===== config.mk =====
export PLATFORM = sky130hd
export DESIGN_NAME = irq_pin_ctrl
export DESIGN_NICKNAME = d
export VERILOG_FILES = /design/src/pkg/irq_pin_pkg.sv /design/src/verilog/irq_pin_ctrl.sv
export SDC_FILE = /design/constraint.sdc
export NUM_CORES = 1
export LEC_CHECK = 0
export ABC_CLOCK_PERIOD_IN_PS = 3450
export BUFFER_PORTS_ARGS = -buffer_cell sky130_fd_sc_hd__buf_2
export CAP_MARGIN = 20
export CORE_MARGIN = 1.5
export CORE_UTILIZATION = 55
export CTS_CLUSTER_DIAMETER = 40
export DETAILED_ROUTE_END_ITERATION = 10
export PLACE_DENSITY_LB_ADDON = 0.1
export SLEW_MARGIN = 15
export SYNTH_ARGS = -nofsm -noshare
export SYNTH_HDL_FRONTEND = slang
export SYNTH_SLANG_ARGS = --single-unit

===== constraint.sdc =====
create_clock -name REF_CLK -period 3.45 [get_ports REF_CLK]
set_clock_uncertainty 0.15 [all_clocks]
set_input_delay 0.1725 -clock REF_CLK [delete_from_list [all_inputs] [get_ports REF_CLK]]
set_output_delay 0.1725 -clock REF_CLK [all_outputs]
set_load 0.05 [all_outputs]

===== src/pkg/irq_pin_pkg.sv =====
package irq_pin_pkg;

   localparam int NUM_CHAN = 4;
   localparam int ADDR_W = 3;
   localparam int DATA_W = 8;
   localparam int EVT_W = 3;

   // Per-channel register offsets, chosen within the three local address lines.
   localparam logic [ADDR_W-1:0] OFS_MODEM_CTRL = 3'h0;
   localparam logic [ADDR_W-1:0] OFS_IRQ_STATUS = 3'h1;
   localparam logic [ADDR_W-1:0] OFS_IRQ_MASK = 3'h2;
   localparam logic [ADDR_W-1:0] OFS_PIN_STATE = 3'h3;

   // Field positions.
   localparam int IRQ_OE_BIT = 3;
   localparam int EVT_TX = 0;
   localparam int EVT_RX = 1;
   localparam int EVT_LINE = 2;
   localparam int PST_TX = 0;
   localparam int PST_RX = 1;
   localparam int PST_PEND = 2;
   localparam int PST_EN = 3;
   localparam int PST_STROBE = 4;

   // Reset values.
   localparam logic [DATA_W-1:0] MCR_RESET = 8'h00;
   localparam logic [EVT_W-1:0] STATUS_RESET = 3'h0;
   localparam logic [EVT_W-1:0] MASK_RESET = 3'h0;
   localparam logic [DATA_W-1:0] RDATA_IDLE = 8'h00;

   // Level of the bus-style pin that picks the separate strobe bus.
   localparam logic BUS_STROBE = 1'b1;

   // Pin drive levels.
   localparam logic PIN_LOW = 1'b0;
   localparam logic OE_DRIVE_N = 1'b0;
   localparam logic OE_FLOAT_N = 1'b1;
   localparam logic READY_IDLE_N = 1'b1;

endpackage : irq_pin_pkg


===== src/verilog/irq_pin_ctrl.sv =====
// Contract
// - Bus-style pin high selects strobe bus.
// - Strobe bus: channel D select active low.
// - Read/write bus ignores channel D select.
// - Read/write bus: B/C selects become address.
// - Strobe: channel A pin driven when enabled.
// - Strobe: B/C/D pins individually enabled or floating.
// - Read/write: channel A is open-drain device request.
// - Read/write: B/C/D pins held low.
// - Override high enables all outputs continuously.
// - Override low: enable bit alone decides.
// - Override active high, unconnected reads low.
// - Variant without override pin always enabled.
// - Per-channel active-low transmit ready output.
// - Per-channel active-low receive ready output.
// - Combined ready outputs OR all channels.
//
// The implementer's own choices: the strobed register port and the register offsets.
`timescale 1ns/1ps

module irq_pin_ctrl #(
   parameter bit HAS_OVERRIDE_PIN = 1'b1
) (
   input wire logic REF_CLK,
   input wire logic SYS_RST,
   input wire logic BUS_STYLE_SEL,
   input wire logic CHAN_A_SELECT_N,
   input wire logic CHAN_B_SELECT_N,
   input wire logic CHAN_C_SELECT_N,
   input wire logic CHAN_D_SELECT_N,
   input wire logic IRQ_OUTPUT_OVERRIDE,
   input wire logic [irq_pin_pkg::ADDR_W-1:0] REG_ADDR,
   input wire logic [irq_pin_pkg::DATA_W-1:0] REG_WDATA,
   input wire logic REG_WR,
   input wire logic REG_RD,
   output logic [irq_pin_pkg::DATA_W-1:0] REG_RDATA,
   input wire logic [irq_pin_pkg::NUM_CHAN-1:0] TX_SPACE_AVAIL,
   input wire logic [irq_pin_pkg::NUM_CHAN-1:0] RX_DATA_AVAIL,
   input wire logic [irq_pin_pkg::NUM_CHAN-1:0] LINE_EVENT,
   output logic CHAN_A_IRQ_OUT,
   output logic CHAN_A_IRQ_OE_N,
   output logic CHAN_B_IRQ_OUT,
   output logic CHAN_B_IRQ_OE_N,
   output logic CHAN_C_IRQ_OUT,
   output logic CHAN_C_IRQ_OE_N,
   output logic CHAN_D_IRQ_OUT,
   output logic CHAN_D_IRQ_OE_N,
   output logic DEVICE_IRQ,
   output logic CHAN_A_TX_SPACE_READY_N,
   output logic CHAN_B_TX_SPACE_READY_N,
   output logic CHAN_C_TX_SPACE_READY_N,
   output logic CHAN_D_TX_SPACE_READY_N,
   output logic CHAN_A_RX_DATA_READY_N,
   output logic CHAN_B_RX_DATA_READY_N,
   output logic CHAN_C_RX_DATA_READY_N,
   output logic CHAN_D_RX_DATA_READY_N,
   output logic COMBINED_TX_SPACE_READY_N,
   output logic COMBINED_RX_DATA_READY_N
);
   import irq_pin_pkg::*;

   wire strobe_style;
   wire [NUM_CHAN-1:0] strobe_sel;
   wire [NUM_CHAN-1:0] rw_sel;
   wire [NUM_CHAN-1:0] chan_sel;
   wire [1:0] rw_idx;
   wire [1:0] strobe_idx;
   wire [1:0] rd_idx;
   wire any_sel;
   wire wr_hit;
   wire rd_hit;
   wire override_eff;
   wire any_pend;
   wire [DATA_W-1:0] rd_word;
   wire addr_mcr;
   wire addr_stat;
   wire addr_mask;
   wire addr_pst;

   logic [DATA_W-1:0] mcr_q [NUM_CHAN];
   logic [EVT_W-1:0] stat_q [NUM_CHAN];
   logic [EVT_W-1:0] mask_q [NUM_CHAN];
   logic [NUM_CHAN-1:0] tx_prev_q;
   logic [NUM_CHAN-1:0] rx_prev_q;
   logic [NUM_CHAN-1:0] pend;
   logic [NUM_CHAN-1:0] pin_en;
   logic [NUM_CHAN-1:0] irq_out_d;
   logic [NUM_CHAN-1:0] irq_out_q;
   logic [NUM_CHAN-1:0] irq_oe_n_d;
   logic [NUM_CHAN-1:0] irq_oe_n_q;
   logic [NUM_CHAN-1:0] tx_rdy_n_q;
   logic [NUM_CHAN-1:0] rx_rdy_n_q;
   logic comb_tx_n_q;
   logic comb_rx_n_q;
   logic dev_irq_q;
   logic [DATA_W-1:0] rdata_q;
   logic [DATA_W-1:0] reg_word [NUM_CHAN];

   assign strobe_style = (BUS_STYLE_SEL == BUS_STROBE);

   // Strobe style: each channel has its own active-low select, D included.
   assign strobe_sel = {~CHAN_D_SELECT_N, ~CHAN_C_SELECT_N, ~CHAN_B_SELECT_N, ~CHAN_A_SELECT_N};

   // Read/write style: one select, the B and C lines are channel address bits, D is never looked at.
   assign rw_idx = {CHAN_C_SELECT_N, CHAN_B_SELECT_N};
   assign rw_sel = CHAN_A_SELECT_N ? 4'h0 : (4'h1 << rw_idx);

   assign chan_sel = strobe_style ? strobe_sel : rw_sel;
   assign any_sel = |chan_sel;

   // Several strobe selects at once write every selected channel; a read returns the lowest one.
   assign strobe_idx = strobe_sel[0] ? 2'h0 : strobe_sel[1] ? 2'h1 : strobe_sel[2] ? 2'h2 : 2'h3;
   assign rd_idx = strobe_style ? strobe_idx : rw_idx;

   assign wr_hit = REG_WR & any_sel;
   assign rd_hit = REG_RD & any_sel;

   // Offsets decode once; each channel only adds its own select.
   assign addr_mcr = (REG_ADDR == OFS_MODEM_CTRL);
   assign addr_stat = (REG_ADDR == OFS_IRQ_STATUS);
   assign addr_mask = (REG_ADDR == OFS_IRQ_MASK);
   assign addr_pst = (REG_ADDR == OFS_PIN_STATE);

   // The pin variant without the override input behaves as if it were tied high.
   // The override only has meaning on the strobe bus; the system keeps it low otherwise.
   assign override_eff = strobe_style & (HAS_OVERRIDE_PIN ? IRQ_OUTPUT_OVERRIDE : 1'b1);

   assign any_pend = |pend;

   genvar c;
   generate
      for (c = 0; c < NUM_CHAN; c++) begin : g_chan
         wire wr_c;
         wire [EVT_W-1:0] evt;
         wire [EVT_W-1:0] w1c;
         wire [EVT_W-1:0] stat_d;
         wire wr_mcr;
         wire wr_stat;
         wire wr_mask;
         wire [DATA_W-1:0] stat_word;
         wire [DATA_W-1:0] mask_word;
         wire [DATA_W-1:0] pst_word;

         assign wr_c = wr_hit & chan_sel[c];
         assign wr_mcr = wr_c & addr_mcr;
         assign wr_stat = wr_c & addr_stat;
         assign wr_mask = wr_c & addr_mask;

         // Events are rising edges of the FIFO levels plus the line event pulse.
         assign evt[EVT_TX] = TX_SPACE_AVAIL[c] & ~tx_prev_q[c];
         assign evt[EVT_RX] = RX_DATA_AVAIL[c] & ~rx_prev_q[c];
         assign evt[EVT_LINE] = LINE_EVENT[c];

         assign w1c = wr_stat ? REG_WDATA[EVT_W-1:0] : '0;

         // A new event in the cycle of its clear keeps the bit set.
         assign stat_d = (stat_q[c] & ~w1c) | evt;

         assign pend[c] = |(stat_q[c] & mask_q[c]);

         assign pin_en[c] = override_eff | mcr_q[c][IRQ_OE_BIT];

         if (c == 0) begin : g_pin_a
            // Strobe: driven with the channel request; read/write: open-drain low while anything pends.
            assign irq_out_d[c] = strobe_style ? pend[c] : PIN_LOW;
            assign irq_oe_n_d[c] = strobe_style ? ~pin_en[c] : ~any_pend;
         end else begin : g_pin_bcd
            assign irq_out_d[c] = strobe_style ? pend[c] : PIN_LOW;
            assign irq_oe_n_d[c] = strobe_style ? ~pin_en[c] : OE_DRIVE_N;
         end

         assign stat_word = DATA_W'(stat_q[c]);
         assign mask_word = DATA_W'(mask_q[c]);

         // Bits above the strobe-style flag read as zero.
         assign pst_word[DATA_W-1:PST_STROBE+1] = '0;
         assign pst_word[PST_STROBE] = strobe_style;
         assign pst_word[PST_EN] = pin_en[c];
         assign pst_word[PST_PEND] = pend[c];
         assign pst_word[PST_RX] = RX_DATA_AVAIL[c];
         assign pst_word[PST_TX] = TX_SPACE_AVAIL[c];

         assign reg_word[c] = addr_mcr ? mcr_q[c] :
                              addr_stat ? stat_word :
                              addr_mask ? mask_word :
                              addr_pst ? pst_word :
                              RDATA_IDLE;

         always_ff @(posedge REF_CLK or posedge SYS_RST) begin
            if (SYS_RST) begin
               mcr_q[c] <= MCR_RESET;
            end else if (wr_mcr) begin
               mcr_q[c] <= REG_WDATA;
            end
         end

         always_ff @(posedge REF_CLK or posedge SYS_RST) begin
            if (SYS_RST) begin
               mask_q[c] <= MASK_RESET;
            end else if (wr_mask) begin
               mask_q[c] <= REG_WDATA[EVT_W-1:0];
            end
         end

         always_ff @(posedge REF_CLK or posedge SYS_RST) begin
            if (SYS_RST) begin
               stat_q[c] <= STATUS_RESET;
            end else begin
               stat_q[c] <= stat_d;
            end
         end
      end
   endgenerate

   assign rd_word = reg_word[rd_idx];

   // Edge memories start high, so a level already up when reset lifts is not taken as an event.
   always_ff @(posedge REF_CLK or posedge SYS_RST) begin
      if (SYS_RST) begin
         tx_prev_q <= '1;
         rx_prev_q <= '1;
      end else begin
         tx_prev_q <= TX_SPACE_AVAIL;
         rx_prev_q <= RX_DATA_AVAIL;
      end
   end

   // Read data stand for exactly one cycle after the strobe, zero otherwise.
   always_ff @(posedge REF_CLK or posedge SYS_RST) begin
      if (SYS_RST) begin
         rdata_q <= RDATA_IDLE;
      end else begin
         rdata_q <= rd_hit ? rd_word : RDATA_IDLE;
      end
   end

   // Interrupt pins float from reset until the first edge after release.
   always_ff @(posedge REF_CLK or posedge SYS_RST) begin
      if (SYS_RST) begin
         irq_out_q <= {NUM_CHAN{PIN_LOW}};
      end else begin
         irq_out_q <= irq_out_d;
      end
   end

   always_ff @(posedge REF_CLK or posedge SYS_RST) begin
      if (SYS_RST) begin
         irq_oe_n_q <= {NUM_CHAN{OE_FLOAT_N}};
      end else begin
         irq_oe_n_q <= irq_oe_n_d;
      end
   end

   always_ff @(posedge REF_CLK or posedge SYS_RST) begin
      if (SYS_RST) begin
         dev_irq_q <= PIN_LOW;
      end else begin
         dev_irq_q <= any_pend;
      end
   end

   // Ready outputs are the inverted levels; the combined ones go low when any channel is ready.
   always_ff @(posedge REF_CLK or posedge SYS_RST) begin
      if (SYS_RST) begin
         tx_rdy_n_q <= {NUM_CHAN{READY_IDLE_N}};
         rx_rdy_n_q <= {NUM_CHAN{READY_IDLE_N}};
      end else begin
         tx_rdy_n_q <= ~TX_SPACE_AVAIL;
         rx_rdy_n_q <= ~RX_DATA_AVAIL;
      end
   end

   always_ff @(posedge REF_CLK or posedge SYS_RST) begin
      if (SYS_RST) begin
         comb_tx_n_q <= READY_IDLE_N;
         comb_rx_n_q <= READY_IDLE_N;
      end else begin
         comb_tx_n_q <= ~(|TX_SPACE_AVAIL);
         comb_rx_n_q <= ~(|RX_DATA_AVAIL);
      end
   end

   assign REG_RDATA = rdata_q;
   assign DEVICE_IRQ = dev_irq_q;
   assign CHAN_A_IRQ_OUT = irq_out_q[0];
   assign CHAN_A_IRQ_OE_N = irq_oe_n_q[0];
   assign CHAN_B_IRQ_OUT = irq_out_q[1];
   assign CHAN_B_IRQ_OE_N = irq_oe_n_q[1];
   assign CHAN_C_IRQ_OUT = irq_out_q[2];
   assign CHAN_C_IRQ_OE_N = irq_oe_n_q[2];
   assign CHAN_D_IRQ_OUT = irq_out_q[3];
   assign CHAN_D_IRQ_OE_N = irq_oe_n_q[3];
   assign CHAN_A_TX_SPACE_READY_N = tx_rdy_n_q[0];
   assign CHAN_B_TX_SPACE_READY_N = tx_rdy_n_q[1];
   assign CHAN_C_TX_SPACE_READY_N = tx_rdy_n_q[2];
   assign CHAN_D_TX_SPACE_READY_N = tx_rdy_n_q[3];
   assign CHAN_A_RX_DATA_READY_N = rx_rdy_n_q[0];
   assign CHAN_B_RX_DATA_READY_N = rx_rdy_n_q[1];
   assign CHAN_C_RX_DATA_READY_N = rx_rdy_n_q[2];
   assign CHAN_D_RX_DATA_READY_N = rx_rdy_n_q[3];
   assign COMBINED_TX_SPACE_READY_N = comb_tx_n_q;
   assign COMBINED_RX_DATA_READY_N = comb_rx_n_q;

endmodule : irq_pin_ctrl


Yosys cells after proc, flatten, opt, wreduce, memory -nomap -nowiden
Index checks and enable logic that the tools add are counted.
W data, S select, Z words.

word-level totals
  bits in registers = 91
  input bits = 33
  output and inout port bits = 27
  logic and storage cells = 143

cells by class
  magnitude comparators = 1
  eq/ne operators = 3
  shift operators = 1
  multiplexer cells = 38
  bitwise operators = 69
  reduce and logical (&&, ||, !) cells = 9

operators by type and width
  operator               count
  $mux W5                12
  $mux W8                7
  $and A1 B1 Y1          27
  $and A3 B3 Y3          8
  $not A1 Y1             19
  $bmux W8 S2            1
  $mux W3                4
  $not A3 Y3             4
  $or A3 B3 Y3           4
  $reduce_or A12 Y1      1
  $reduce_or A3 Y1       4
  $reduce_or A4 Y1       3
  $mux W1                9
  $mux W4                2
  $not A4 Y4             2
  $eq A3 B2 Y1 const B   2
  $mux W2                3
  $or A1 B1 Y1           4
  $shl A1 B2 Y4 const A  1
  $eq A3 B1 Y1 const B   1
  $ge A3 B3 Y1 const B   1
  $logic_not A3 Y1       1
  $not A2 Y3             1

Depth between registers and ports, before layout
Gate-level depths: netlist of run 1.

  depth after elaboration = 11
  depth in mapped cells = 8
  mapped depth without buffers = 5

Least setup slack after synthesis of run 1
No wires, ideal clock.

  path type = register to register
  start = register mask_q, in the netlist g_chan[2].mask_word[2]
  end = register rdata_q[2], in the netlist REG_RDATA[2]
  setup time = 0.121 ns
  arrival = 1.368 ns
  required time = 3.179 ns
  path slack = 1.811 ns
  cell stages (with the launch flop) = 6
  path buffers = 0
  path through = dfrtp_1 > a222oi_1 > nand3_1 > a221o_1 > nand3_1 > a21boi_1

on the way
  cells in the longest elaborated chain, start to end = 10

RTL lines
  what                                          RTL line             text
  from (decl)                                   irq_pin_ctrl.sv:82   logic [EVT_W-1:0] mask_q [NUM_CHAN];
  from (signal, indexed assignment)             irq_pin_ctrl.sv:201  mask_q[c] <= REG_WDATA[EVT_W-1:0];
  $and A3 B3 Y3                                 irq_pin_ctrl.sv:159  assign pend[c] = |(stat_q[c] & mask_q[c]);
  $reduce_or A3 Y1                              irq_pin_ctrl.sv:159
  $mux W5                                       irq_pin_ctrl.sv:186  addr_pst ? pst_word :
  $mux W5 *                                     irq_pin_ctrl.sv:185  addr_mask ? mask_word :
  $mux W5 *                                     irq_pin_ctrl.sv:184  addr_stat ? stat_word :
  $mux W8 *                                     irq_pin_ctrl.sv:183  assign reg_word[c] = addr_mcr ? mcr_q[c] :
  $bmux W8 S2 *                                 irq_pin_ctrl.sv:215  assign rd_word = reg_word[rd_idx];
  $mux W8 (implied by the code) * (2 in a row)  irq_pin_ctrl.sv:215
  $mux W8 *                                     irq_pin_ctrl.sv:233  rdata_q <= rd_hit ? rd_word : RDATA_IDLE;
  to (signal assigned)                          irq_pin_ctrl.sv:233
  to (decl)                                     irq_pin_ctrl.sv:96   logic [DATA_W-1:0] rdata_q;

Every way passes the cells marked *; elsewhere a longest branch is shown, timed or not. The select of a mux whose other input is x is not followed.
A chain may end at the register's enable or synchronous reset.

Worst setup path after layout of run 1
Ends and elaborated chain as after synthesis.

==> results.cfg, run 1 <==
[power]
leakagePower_nw = 2.17
power_density_nw_per_um2 = 518
ir_drop_mv = 0.357

[cts]
cts_root_buffer = clkbuf_8
cts_setup_buffers = 0
cts_sinks = 91
ctsHoldBuffers = 23
cts_tree = built
clkLatencyLatePin_ps = 360
cts_resized = 0
clk_pin_slew_ps = 80
cts_buffer_depth = 2
cts_inserted_buffers = 9
htree_levels = 3

[routing]
drc = 0
totalWireLength_um = 8780
vias_per_cell = 5.66
wl_per_cell_um = 16.4
ant_nets = 0
first_iter_violations = 317
drt_pass1_iterations = 5
num_vias = 3032

[timing]
hold_violations = 0
relSlewSlack_pct = 50.8
period_share_pct = 57.2
period_needed_ps = 1970
drv_slew = 0
hold-worst-slack_ps = 37.8
setup_violations = 0
finalSetupTns_ps = 0
rsz0062_at_grt = no
clock.fmax_ghz = 0.507
max_slew.worst_pin.slew_ps = 738

[floorplan]
die_area_um2 = 7950
io_pins = 60
die_y_um = 89.2
core-area_um2 = 7210
die_w_um = 89.2
num_rows = 31
initial_core_util_pct = 56.6

[yosys]
ys.flop_type = dfrtp_1
synth-edff-count = 0
yosys_register_bits = 91
synth_seq_area_share_pct = 56.4
synthArstFlopShare_pct = 100
netlist_instances = 351
ys_types = 49
avgSynthCellArea_um2 = 11.6
yosys_warnings = 0
synthesis.nets = 384
synth_area_um2 = 4080

[worst_setup_path]
critPathMaxStageDelay_ps = 630
cpMaxStageDelayCell = a222oi_1
cp-end-kind = flip-flop
crit_path_max_fanout = 4
critPathBufInv = 0
critPathLaunchType = flip-flop
worstSetupPathType = flip-flop to flip-flop
path_cells = a222oi_1 > nand3_1 > a221o_1 > nand3_1 > a21boi_1
cp_top_family = compound AO/OA/AOI/OAI gates
r2r_cells = 5
reg2reg_slack_ps = 1480
rr_startpoint = g_chan[2].mask_word[2]$_DFFE_PP0P_
startpoint = g_chan[2].mask_word[2]$_DFFE_PP0P_
worst-path-stages = 5
path_common_cell = nand3_1
required_ps = 3540
r2r-end = REG_RDATA[2]$_DFF_PP0_
crit_arrival_ps = 2060

[run_status]
status = finished, final reports clean

[global_routing]
grt_max_degree = 36
grt_pass1_wl_um = 13900
track_usage_pct = 23.6
antenna_found_initial = 0
grt_pass1_vias = 2751
grt.overflow.total = 0

[final_layout]
final_cell_mix = dfrtp_1, buf_2, nand2_1
insertedDiodeCount = 0
drive_above_1_share_pct = 32.0
layout.nets = 465
fillers = 589
final_common_cell = dfrtp_1
areaGrowthSynthToFinish_pct = 18.4
stdcell_count = 536

[placement]
portBuffers = 59
dp_hpwl_um = 6040
dp_cells = 497
globalplace.congestion = 0.867

[worst_hold_path]
whs_path_depth = 3
hold_path.class = input pin to flip-flop
min-delay-start = BUS_STYLE_SEL
hold_end = irq_oe_n_q[0]$_DFF_PP1_

[flow_run]
max_cap_viol_count = 0
## how the worst max path moves through the flow
stage	endpoint	slack, ps
after detailed placement	REG_RDATA[0]$_DFF_PP0_	1170
final	REG_RDATA[2]$_DFF_PP0_	1480
after global routing	g_chan[2].mask_word[0]$_DFFE_PP0P_	1320
after global placement	REG_RDATA[4]$_DFF_PP0_	1260
after floorplan	DEVICE_IRQ$_DFF_PP0_	800
after CTS	REG_RDATA[2]$_DFF_PP0_	1470
## kinds of logic (layout without fill, tap and decap cells)
logic type	count (synthesis)	in the layout	synth area share [%]
compound gates	86	86	14.6
flops	91	91	56.4
simple gates	103	103	12.4
buf+inv	31	117	4.53
mux	40	40	12.1
## flip-flops by register name, indices dropped and copies added, names as in the netlist, 8 cells and up
name,cells
REG_RDATA,8
g_chan.mask_word,12
mcr_q,32
g_chan.stat_word,12
## final cells by class
class / count / area (um2) / area share, %
flip-flops and latches: 91 / 2300 / 47.7
clock inverters: 4 / 50.0 / 1.04
repair buffers: 87 / 563 / 11.6
inverters: 14 / 53.8 / 1.11
clock buffers: 12 / 145 / 3.00
multi-input cells: 229 / 1590 / 33.0
well taps: 99 / 124 / 2.56
## power breakdown
group | internal (W) | total (W) | switching (W)
Clock | 0.000354 | 0.000714 | 0.000360
Combinational | 0.000201 | 0.000486 | 0.000285
Sequential | 0.00122 | 0.00130 | 0.0000828
Total | 0.00177 | 0.00250 | 0.000728
## Yosys cell counts (2+ instances only)
master | number | area share (%)
a22oi_1 | 6 | 1.1
mux2_2 | 24 | 6.6
buf_6 | 6 | 1.7
a222oi_1 | 4 | 0.98
nor4b_1 | 2 | 0.43
o221ai_1 | 2 | 0.43
and3_1 | 2 | 0.31
nand2b_1 | 7 | 1.1
a221oi_2 | 3 | 1.1
nor2_1 | 9 | 0.83
buf_2 | 7 | 0.86
nand3_1 | 9 | 1.1
nor2b_1 | 10 | 1.5
a21o_1 | 2 | 0.37
mux2_1 | 3 | 0.83
buf_4 | 4 | 0.74
inv_1 | 13 | 1.2
o21a_1 | 4 | 0.74
o21ai_0 | 40 | 4.9
a211oi_1 | 5 | 0.92
o311a_1 | 2 | 0.49
a21oi_1 | 5 | 0.61
mux2_4 | 6 | 2.2
o2bb2ai_1 | 4 | 0.86
nor4_1 | 2 | 0.31
nand2_1 | 54 | 5.0
dfstp_2 | 22 | 14
mux2i_1 | 5 | 1.2
dfrtp_1 | 69 | 42
## worst reg2reg max path, delay by kind of cell, from the launching register on
kind	cells	cell delay, ps
flops	1	410
compound gates	3	1070
simple gates	2	230
## per-layer routing
layer  global-route usage [%]  vias up  wire length (um)
met5                        0        -                 0
met4                     8.39        0               153
met3                     3.69       18               430
met2                     37.0      108              4060
met1                     33.7     1489              4130
li1                         -     1417                 -
## per-stage QoR
step | total power, W | setup WS (ps) | area, um2 | utilization, %
floorplan | 0.00166 | 800 | 4080 | -
detailed placement | 0.00179 | 1170 | 4410 | 61.1
global route | 0.00262 | 1320 | 4830 | 67.0
CTS | 0.00251 | 1470 | 4830 | 67.0
finish | 0.00250 | 1480 | 4830 | 67.0
global placement | 0.00178 | 1260 | 4410 | 61.1
Note: power is estimated with default switching activity, not from simulation.
==> run 2, diff against run 1 <==
- ABC_AREA: unset -> 1
- ABC_CLOCK_PERIOD_IN_PS: 3450 -> 1900
- clock period: 3.45 -> 1.9 ns (I/O delays scaled with it)
==> run 2 against run 1 <==
Net effect:
- wire length is 11% higher
- first-iteration DRC count is 42% lower
- count of clock-buffer cells in the layout is 3 lower
- combinational power is 96% higher
- die area is 0.85% higher
- final cell count is 29% higher
- critical path type is now input pin to flip-flop
- largest cell class unchanged
- highest routed layer unchanged
==> results.cfg, run 2 <==
[routing]
totalWireLength_um = 9780
num_vias = 3628
ant_nets = 0
drc = 0
drt_pass1_iterations = 4
vias_per_cell = 5.23
first_iter_violations = 184
wl_per_cell_um = 14.1

[timing]
finalSetupTns_ps = 0
hold-worst-slack_ps = 58.7
period_share_pct = 87.2
max_slew.worst_pin.slew_ps = 597
period_needed_ps = 1660
rsz0062_at_grt = no
setup_slack_ps = 243
setup_violations = 0
drv_slew = 0
relSlewSlack_pct = 60.1
clock.fmax_ghz = 0.603
hold_violations = 0

[final_layout]
fillers = 626
multi_input_area_um2 = 1510
insertedDiodeCount = 0
seqCellArea_um2 = 2300
areaGrowthSynthToFinish_pct = 21.3
layout.nets = 623
final_cell_mix = nand2_1, dfrtp_1, buf_2
stdcell_count = 694
largest_register = mcr_q
drive_above_1_share_pct = 21.8
final_common_cell = nand2_1
largest_reg_flops = 32

[power]
pwr-share-seq_pct = 51.1
pwr-share-clk_pct = 28.4
p_comb_share_pct = 20.5
power_switching_w = 0.00147
power_density_nw_per_um2 = 930
p_total_w = 0.00465
power.share.switching_pct = 31.7
ir_drop_mv = 0.635
leakagePower_nw = 2.51
p_int_w = 0.00317

[global_routing]
grt_pass1_vias = 3467
antenna_found_initial = 0
grt_pass1_wl_um = 16400
grt_max_degree = 49
grt.overflow.total = 0
track_usage_pct = 27.1

[cts]
cts_buffer_depth = 2
cts_root_buffer = clkbuf_8
cts_inserted_buffers = 9
htree_levels = 3
cts_sinks = 91
clkLatencyLatePin_ps = 350
cts_resized = 0
clk_pin_slew_ps = 100
cts_tree = built
cts_setup_buffers = 0

[worst_setup_path]
reg2reg_slack_ps = 450
critPathLaunchType = input pin
cp_top_family = buffers and inverters
worstSetupPathType = input pin to flip-flop
crit_arrival_ps = 1750
critPathMaxStageDelay_ps = 560
startpoint = BUS_STYLE_SEL
crit_path_max_fanout = 9
worst-path-stages = 10
critPathBufInv = 4
r2r_cells = 10
r2r-end = REG_RDATA[2]$_DFF_PP0_
path_common_cell = nand2_1
path_cells = buf_2 > inv_2 > nand2_1 > nand3_1 > inv_2 > nand2_1 > nor2_1 > nand2_1 > a21o_1 > dlygate4sd3_1
cp-endpoint = g_chan[3].stat_word[2]$_DFF_PP0_
cpMaxStageDelayCell = dlygate4sd3_1
cp-end-kind = flip-flop
required_ps = 1990
rr_startpoint = g_chan[1].stat_word[1]$_DFF_PP0_

[floorplan]
num_rows = 31
initial_core_util_pct = 56.8
die_y_um = 89.6
die_w_um = 89.6
core-area_um2 = 7250
io_pins = 60
die_area_um2 = 8020

[yosys]
synth_area_um2 = 4120
avgSynthCellArea_um2 = 8.19
synth_seq_area_share_pct = 55.9
ys.flop_type = dfrtp_1
synth.most_common_cell = nand2_1
synthArstFlopShare_pct = 100
yosysTopAreaCell = dfrtp_1
ys_types = 30
yosysTopAreaCellShare_pct = 41.9
netlist_instances = 503
yosys_register_bits = 91
synth_area_leaders = dfrtp_1, dfstp_2, nand2_1
yosys_warnings = 0
synth-edff-count = 0
synthesis.nets = 536
synthTopCellsByCount = nand2_1, dfrtp_1, o21ai_1

[placement]
portBuffers = 59
place_ws_ps = 68.3
dp_hpwl_um = 6920
globalplace.congestion = 0.878
dp_cells = 654

[worst_hold_path]
hold_path.class = input pin to flip-flop

[run_status]
status = finished, final reports clean

[flow_run]
max_cap_viol_count = 0
[run 2: cell types whose count changed after synthesis, moves of 9 or more]
cell	previous run	this run
nand2_1	54	150
o21ai_1	0	52
inv_1	13	51
nor2_1	9	34
mux2_2	24	0
a21oi_1	5	24
nor2b_1	10	0
o21ai_0	40	30
inv_2	1	10
[run 2: cell type report]
cell class                      count  share of cell area [%]
Clock buffer                        9                    2.48
Sequential cell                    91                    46.1
Tap cell                           99                    2.48
Clock inverter                      7                    1.50
Inverter                           63                    4.81
Timing Repair Buffer               91                    12.4
Multi-Input combinational cell    334                    30.2
[run 2: per-layer routing]
metal / part of all wire (%) / routed length, um / up-vias / GRT usage (%)
met3: 5.5 / 536 / 26 / 4.34
met5: 0 / 0 / - / 0
met4: 2.9 / 285 / 0 / 12.9
met2: 45 / 4430 / 112 / 41.9
met1: 46 / 4530 / 1727 / 37.5
li1: - / - / 1763 / -
[run 2: what timing repair did]
item	4_1_cts	5_1_grt
hold endpoints to repair	96	0
endpoints found under the setup margin	0	0
hold buffers	24	0
[run 2: logic make-up (layout without fill, tap and decap cells)]
group	count (synthesis)	after routing	share of synthesized area [%]
buffers and inverters	78	170	7.47
AOI/OAI and AO/OA	115	115	14.5
DFF	91	91	55.9
and+or+nand+nor	219	219	22.1
[run 2: worst min-delay path by stage]
stage / to / start / cells after the start / slack (ps)
3_3_place_gp: irq_out_q[0]$_DFF_PP0_ / SYS_RST / 2 / 40
3_5_place_dp: irq_out_q[0]$_DFF_PP0_ / SYS_RST / 2 / 50
4_1_cts: mcr_q[29]$_DFFE_PP0P_ / REG_WR / 4 / 40
6_report: mcr_q[29]$_DFFE_PP0P_ / REG_WR / 4 / 60
5_1_grt: mcr_q[31]$_DFFE_PP0P_ / REG_WR / 4 / 70
2_1_floorplan: rx_prev_q[0]$_DFF_PP1_ / RX_DATA_AVAIL[0] / 0 / -50
[run 2: power by group through the flow]
stage | logic [W] | registers, W | clock network [W]
floorplan | 0.000516 | 0.00253 | 0
global placement | 0.000889 | 0.00240 | 0
detailed placement | 0.000910 | 0.00241 | 0
CTS | 0.000952 | 0.00237 | 0.00134
global route | 0.00107 | 0.00241 | 0.00143
finish | 0.000952 | 0.00238 | 0.00132
[run 2: worst register-to-register path: stages (launching register included)]
cell     delay [ps]
dfrtp_1         410
nand2_1          80
nand3_1         190
nand2_1         110
nand2_1          60
nor2_1           90
nand2_1          70
nand2_1          50
nand2_1          50
nand2_1          50
nor2_1           40
[run 2: through the flow]
stage                     area [um2]  util (%)
after CTS                       5000      68.9
after floorplan                 4120         -
after detailed placement        4560      62.8
final                           5000      68.9
after global placement          4560      62.8
after global routing            5000      68.9
==> run 3, diff against run 2 <==
- ABC_CLOCK_PERIOD_IN_PS: 1900 -> 1550
- clock period: 1.9 -> 1.55 ns (I/O delays scaled with it)
==> run 3 against run 2 <==
Net effect:
- register-to-register slack worse by 320 ps
- count of clock-buffer cells in the layout up 2
- non-clock buffer count up 18
- sequential share of layout area down 1.5 points
- final cell count up 2.6%
- die area unchanged
- critical endpoint unchanged
- highest routed layer unchanged
==> results.cfg, run 3 (synthesized netlist as in run 2, its figures left out) <==
[worst_hold_path]
whs_path_depth = 4
hold_path.class = input pin to flip-flop
hold_end = REG_RDATA[2]$_DFF_PP0_
min-delay-start = REG_RD

[worst_setup_path]
reg2reg_slack_ps = 130
crit_path_max_fanout = 7
crit_arrival_ps = 1580
rr_startpoint = g_chan[3].stat_word[2]$_DFF_PP0_
worstSetupPathType = input pin to flip-flop
critPathLaunchType = input pin
required_ps = 1660
cp-end-kind = flip-flop
r2r_cells = 8
r2r-end = REG_RDATA[2]$_DFF_PP0_

[floorplan]
num_rows = 31
initial_core_util_pct = 56.8
die_w_um = 89.6
die_y_um = 89.6
io_pins = 60
die_area_um2 = 8020
core-area_um2 = 7250

[routing]
drc = 0
drt_pass1_iterations = 5
num_vias = 3677
totalWireLength_um = 10400
vias_per_cell = 5.16
wl_per_cell_um = 14.6
first_iter_violations = 255
ant_nets = 0

[final_layout]
largest_reg_flops = 32
fin_util_pct = 71.2
areaGrowthSynthToFinish_pct = 25.4
drive_above_1_share_pct = 24.8
largest_register = mcr_q
layout.nets = 641
insertedDiodeCount = 0
final_common_cell = nand2_1
stdcell_area_um2 = 5170
final_cell_mix = nand2_1, dfrtp_1, buf_2

[placement]
globalplace.congestion = 0.879
place_ws_ps = -74.5
dp_hpwl_um = 7380
portBuffers = 59
place_area_um2 = 4700

[cts]
cts_sinks = 91
clk_pin_slew_ps = 90
cts_buffer_depth = 2
htree_levels = 3
cts_root_buffer = clkbuf_8
cts_tree = built
cts_inserted_buffers = 9
clkLatencyLatePin_ps = 370

[timing]
finalSetupTns_ps = 0
hold-worst-slack_ps = 15.4
setup_slack_ps = 76.6
period_needed_ps = 1470
drv_slew = 0
period_share_pct = 95.1
relSlewSlack_pct = 66.8
hold_violations = 0
clock.fmax_ghz = 0.679
max_slew.worst_pin.slew_ps = 498
setup_violations = 0
rsz0062_at_grt = no

[power]
power_density_nw_per_um2 = 1100
leakagePower_nw = 2.61
ir_drop_mv = 0.611

[flow_run]
max_cap_viol_count = 0

[global_routing]
grt_pass1_wl_um = 16700
track_usage_pct = 28.2
grt.overflow.total = 0
grt_pass1_vias = 3465
antenna_found_initial = 0
grt_max_degree = 92

[run_status]
status = finished, final reports clean
## run 3: timing repair
action	in CTS	in global routing
setup buffers	0	1
hold buffers	24	0
gates resized for setup	0	10
hold endpoints to repair	143	0
setup endpoints to repair	0	3
## run 3: cell type report
type / instances / area [um2]
Clock buffer: 11 / 151
Tap cell: 99 / 124
Timing Repair Buffer: 109 / 777
Clock inverter: 5 / 36.3
Inverter: 63 / 243
Multi-Input combinational cell: 334 / 1530
Sequential cell: 91 / 2300
Fill cell: 632 / 2090
## run 3: per-stage QoR
step / std cells / total power [W]
after detailed placement: 671 / 0.00411
after CTS: 711 / 0.00568
final: 712 / 0.00567
after global routing: 712 / 0.00598
after global placement: 671 / 0.00408
after floorplan: 503 / 0.00373
## run 3: layer usage
| layer | GRT usage, % | vias up | part of all wire [%] |
|---|---|---|---|
| met2 | 45.8 | 115 | 49 |
| met5 | 0 | - | 0 |
| met3 | 3.60 | 16 | 4.8 |
| li1 | - | 1796 | - |
| met4 | 11.0 | 0 | 1.9 |
| met1 | 38.4 | 1750 | 45 |
## run 3: worst max-delay path by stage
stage / from / end / slack, ps / cells past startpoint
6_report: REG_WDATA[2] / g_chan[3].stat_word[2]$_DFF_PP0_ / 80 / 5
5_1_grt: g_chan[3].stat_word[1]$_DFF_PP0_ / REG_RDATA[2]$_DFF_PP0_ / 4 / 8
3_5_place_dp: BUS_STYLE_SEL / mcr_q[10]$_DFFE_PP0P_ / -70 / 10
4_1_cts: BUS_STYLE_SEL / g_chan[3].stat_word[2]$_DFF_PP0_ / 20 / 10
2_1_floorplan: REG_ADDR[1] / REG_RDATA[1]$_DFF_PP0_ / 260 / 11
3_3_place_gp: BUS_STYLE_SEL / mcr_q[11]$_DFFE_PP0P_ / 10 / 10
## run 3: power breakdown
| part | switching (W) | total, W | internal (W) |
|---|---|---|---|
| sequential | 0.000157 | 0.00290 | 0.00275 |
| combinational | 0.000811 | 0.00124 | 0.000424 |
| clock | 0.000857 | 0.00153 | 0.000673 |
## run 3: critical path, cell delays in order
cell,delay [ps]
dlygate4sd3_1,510
buf_2,190
nand2_1,90
a21o_1,160
dlygate4sd3_1,540
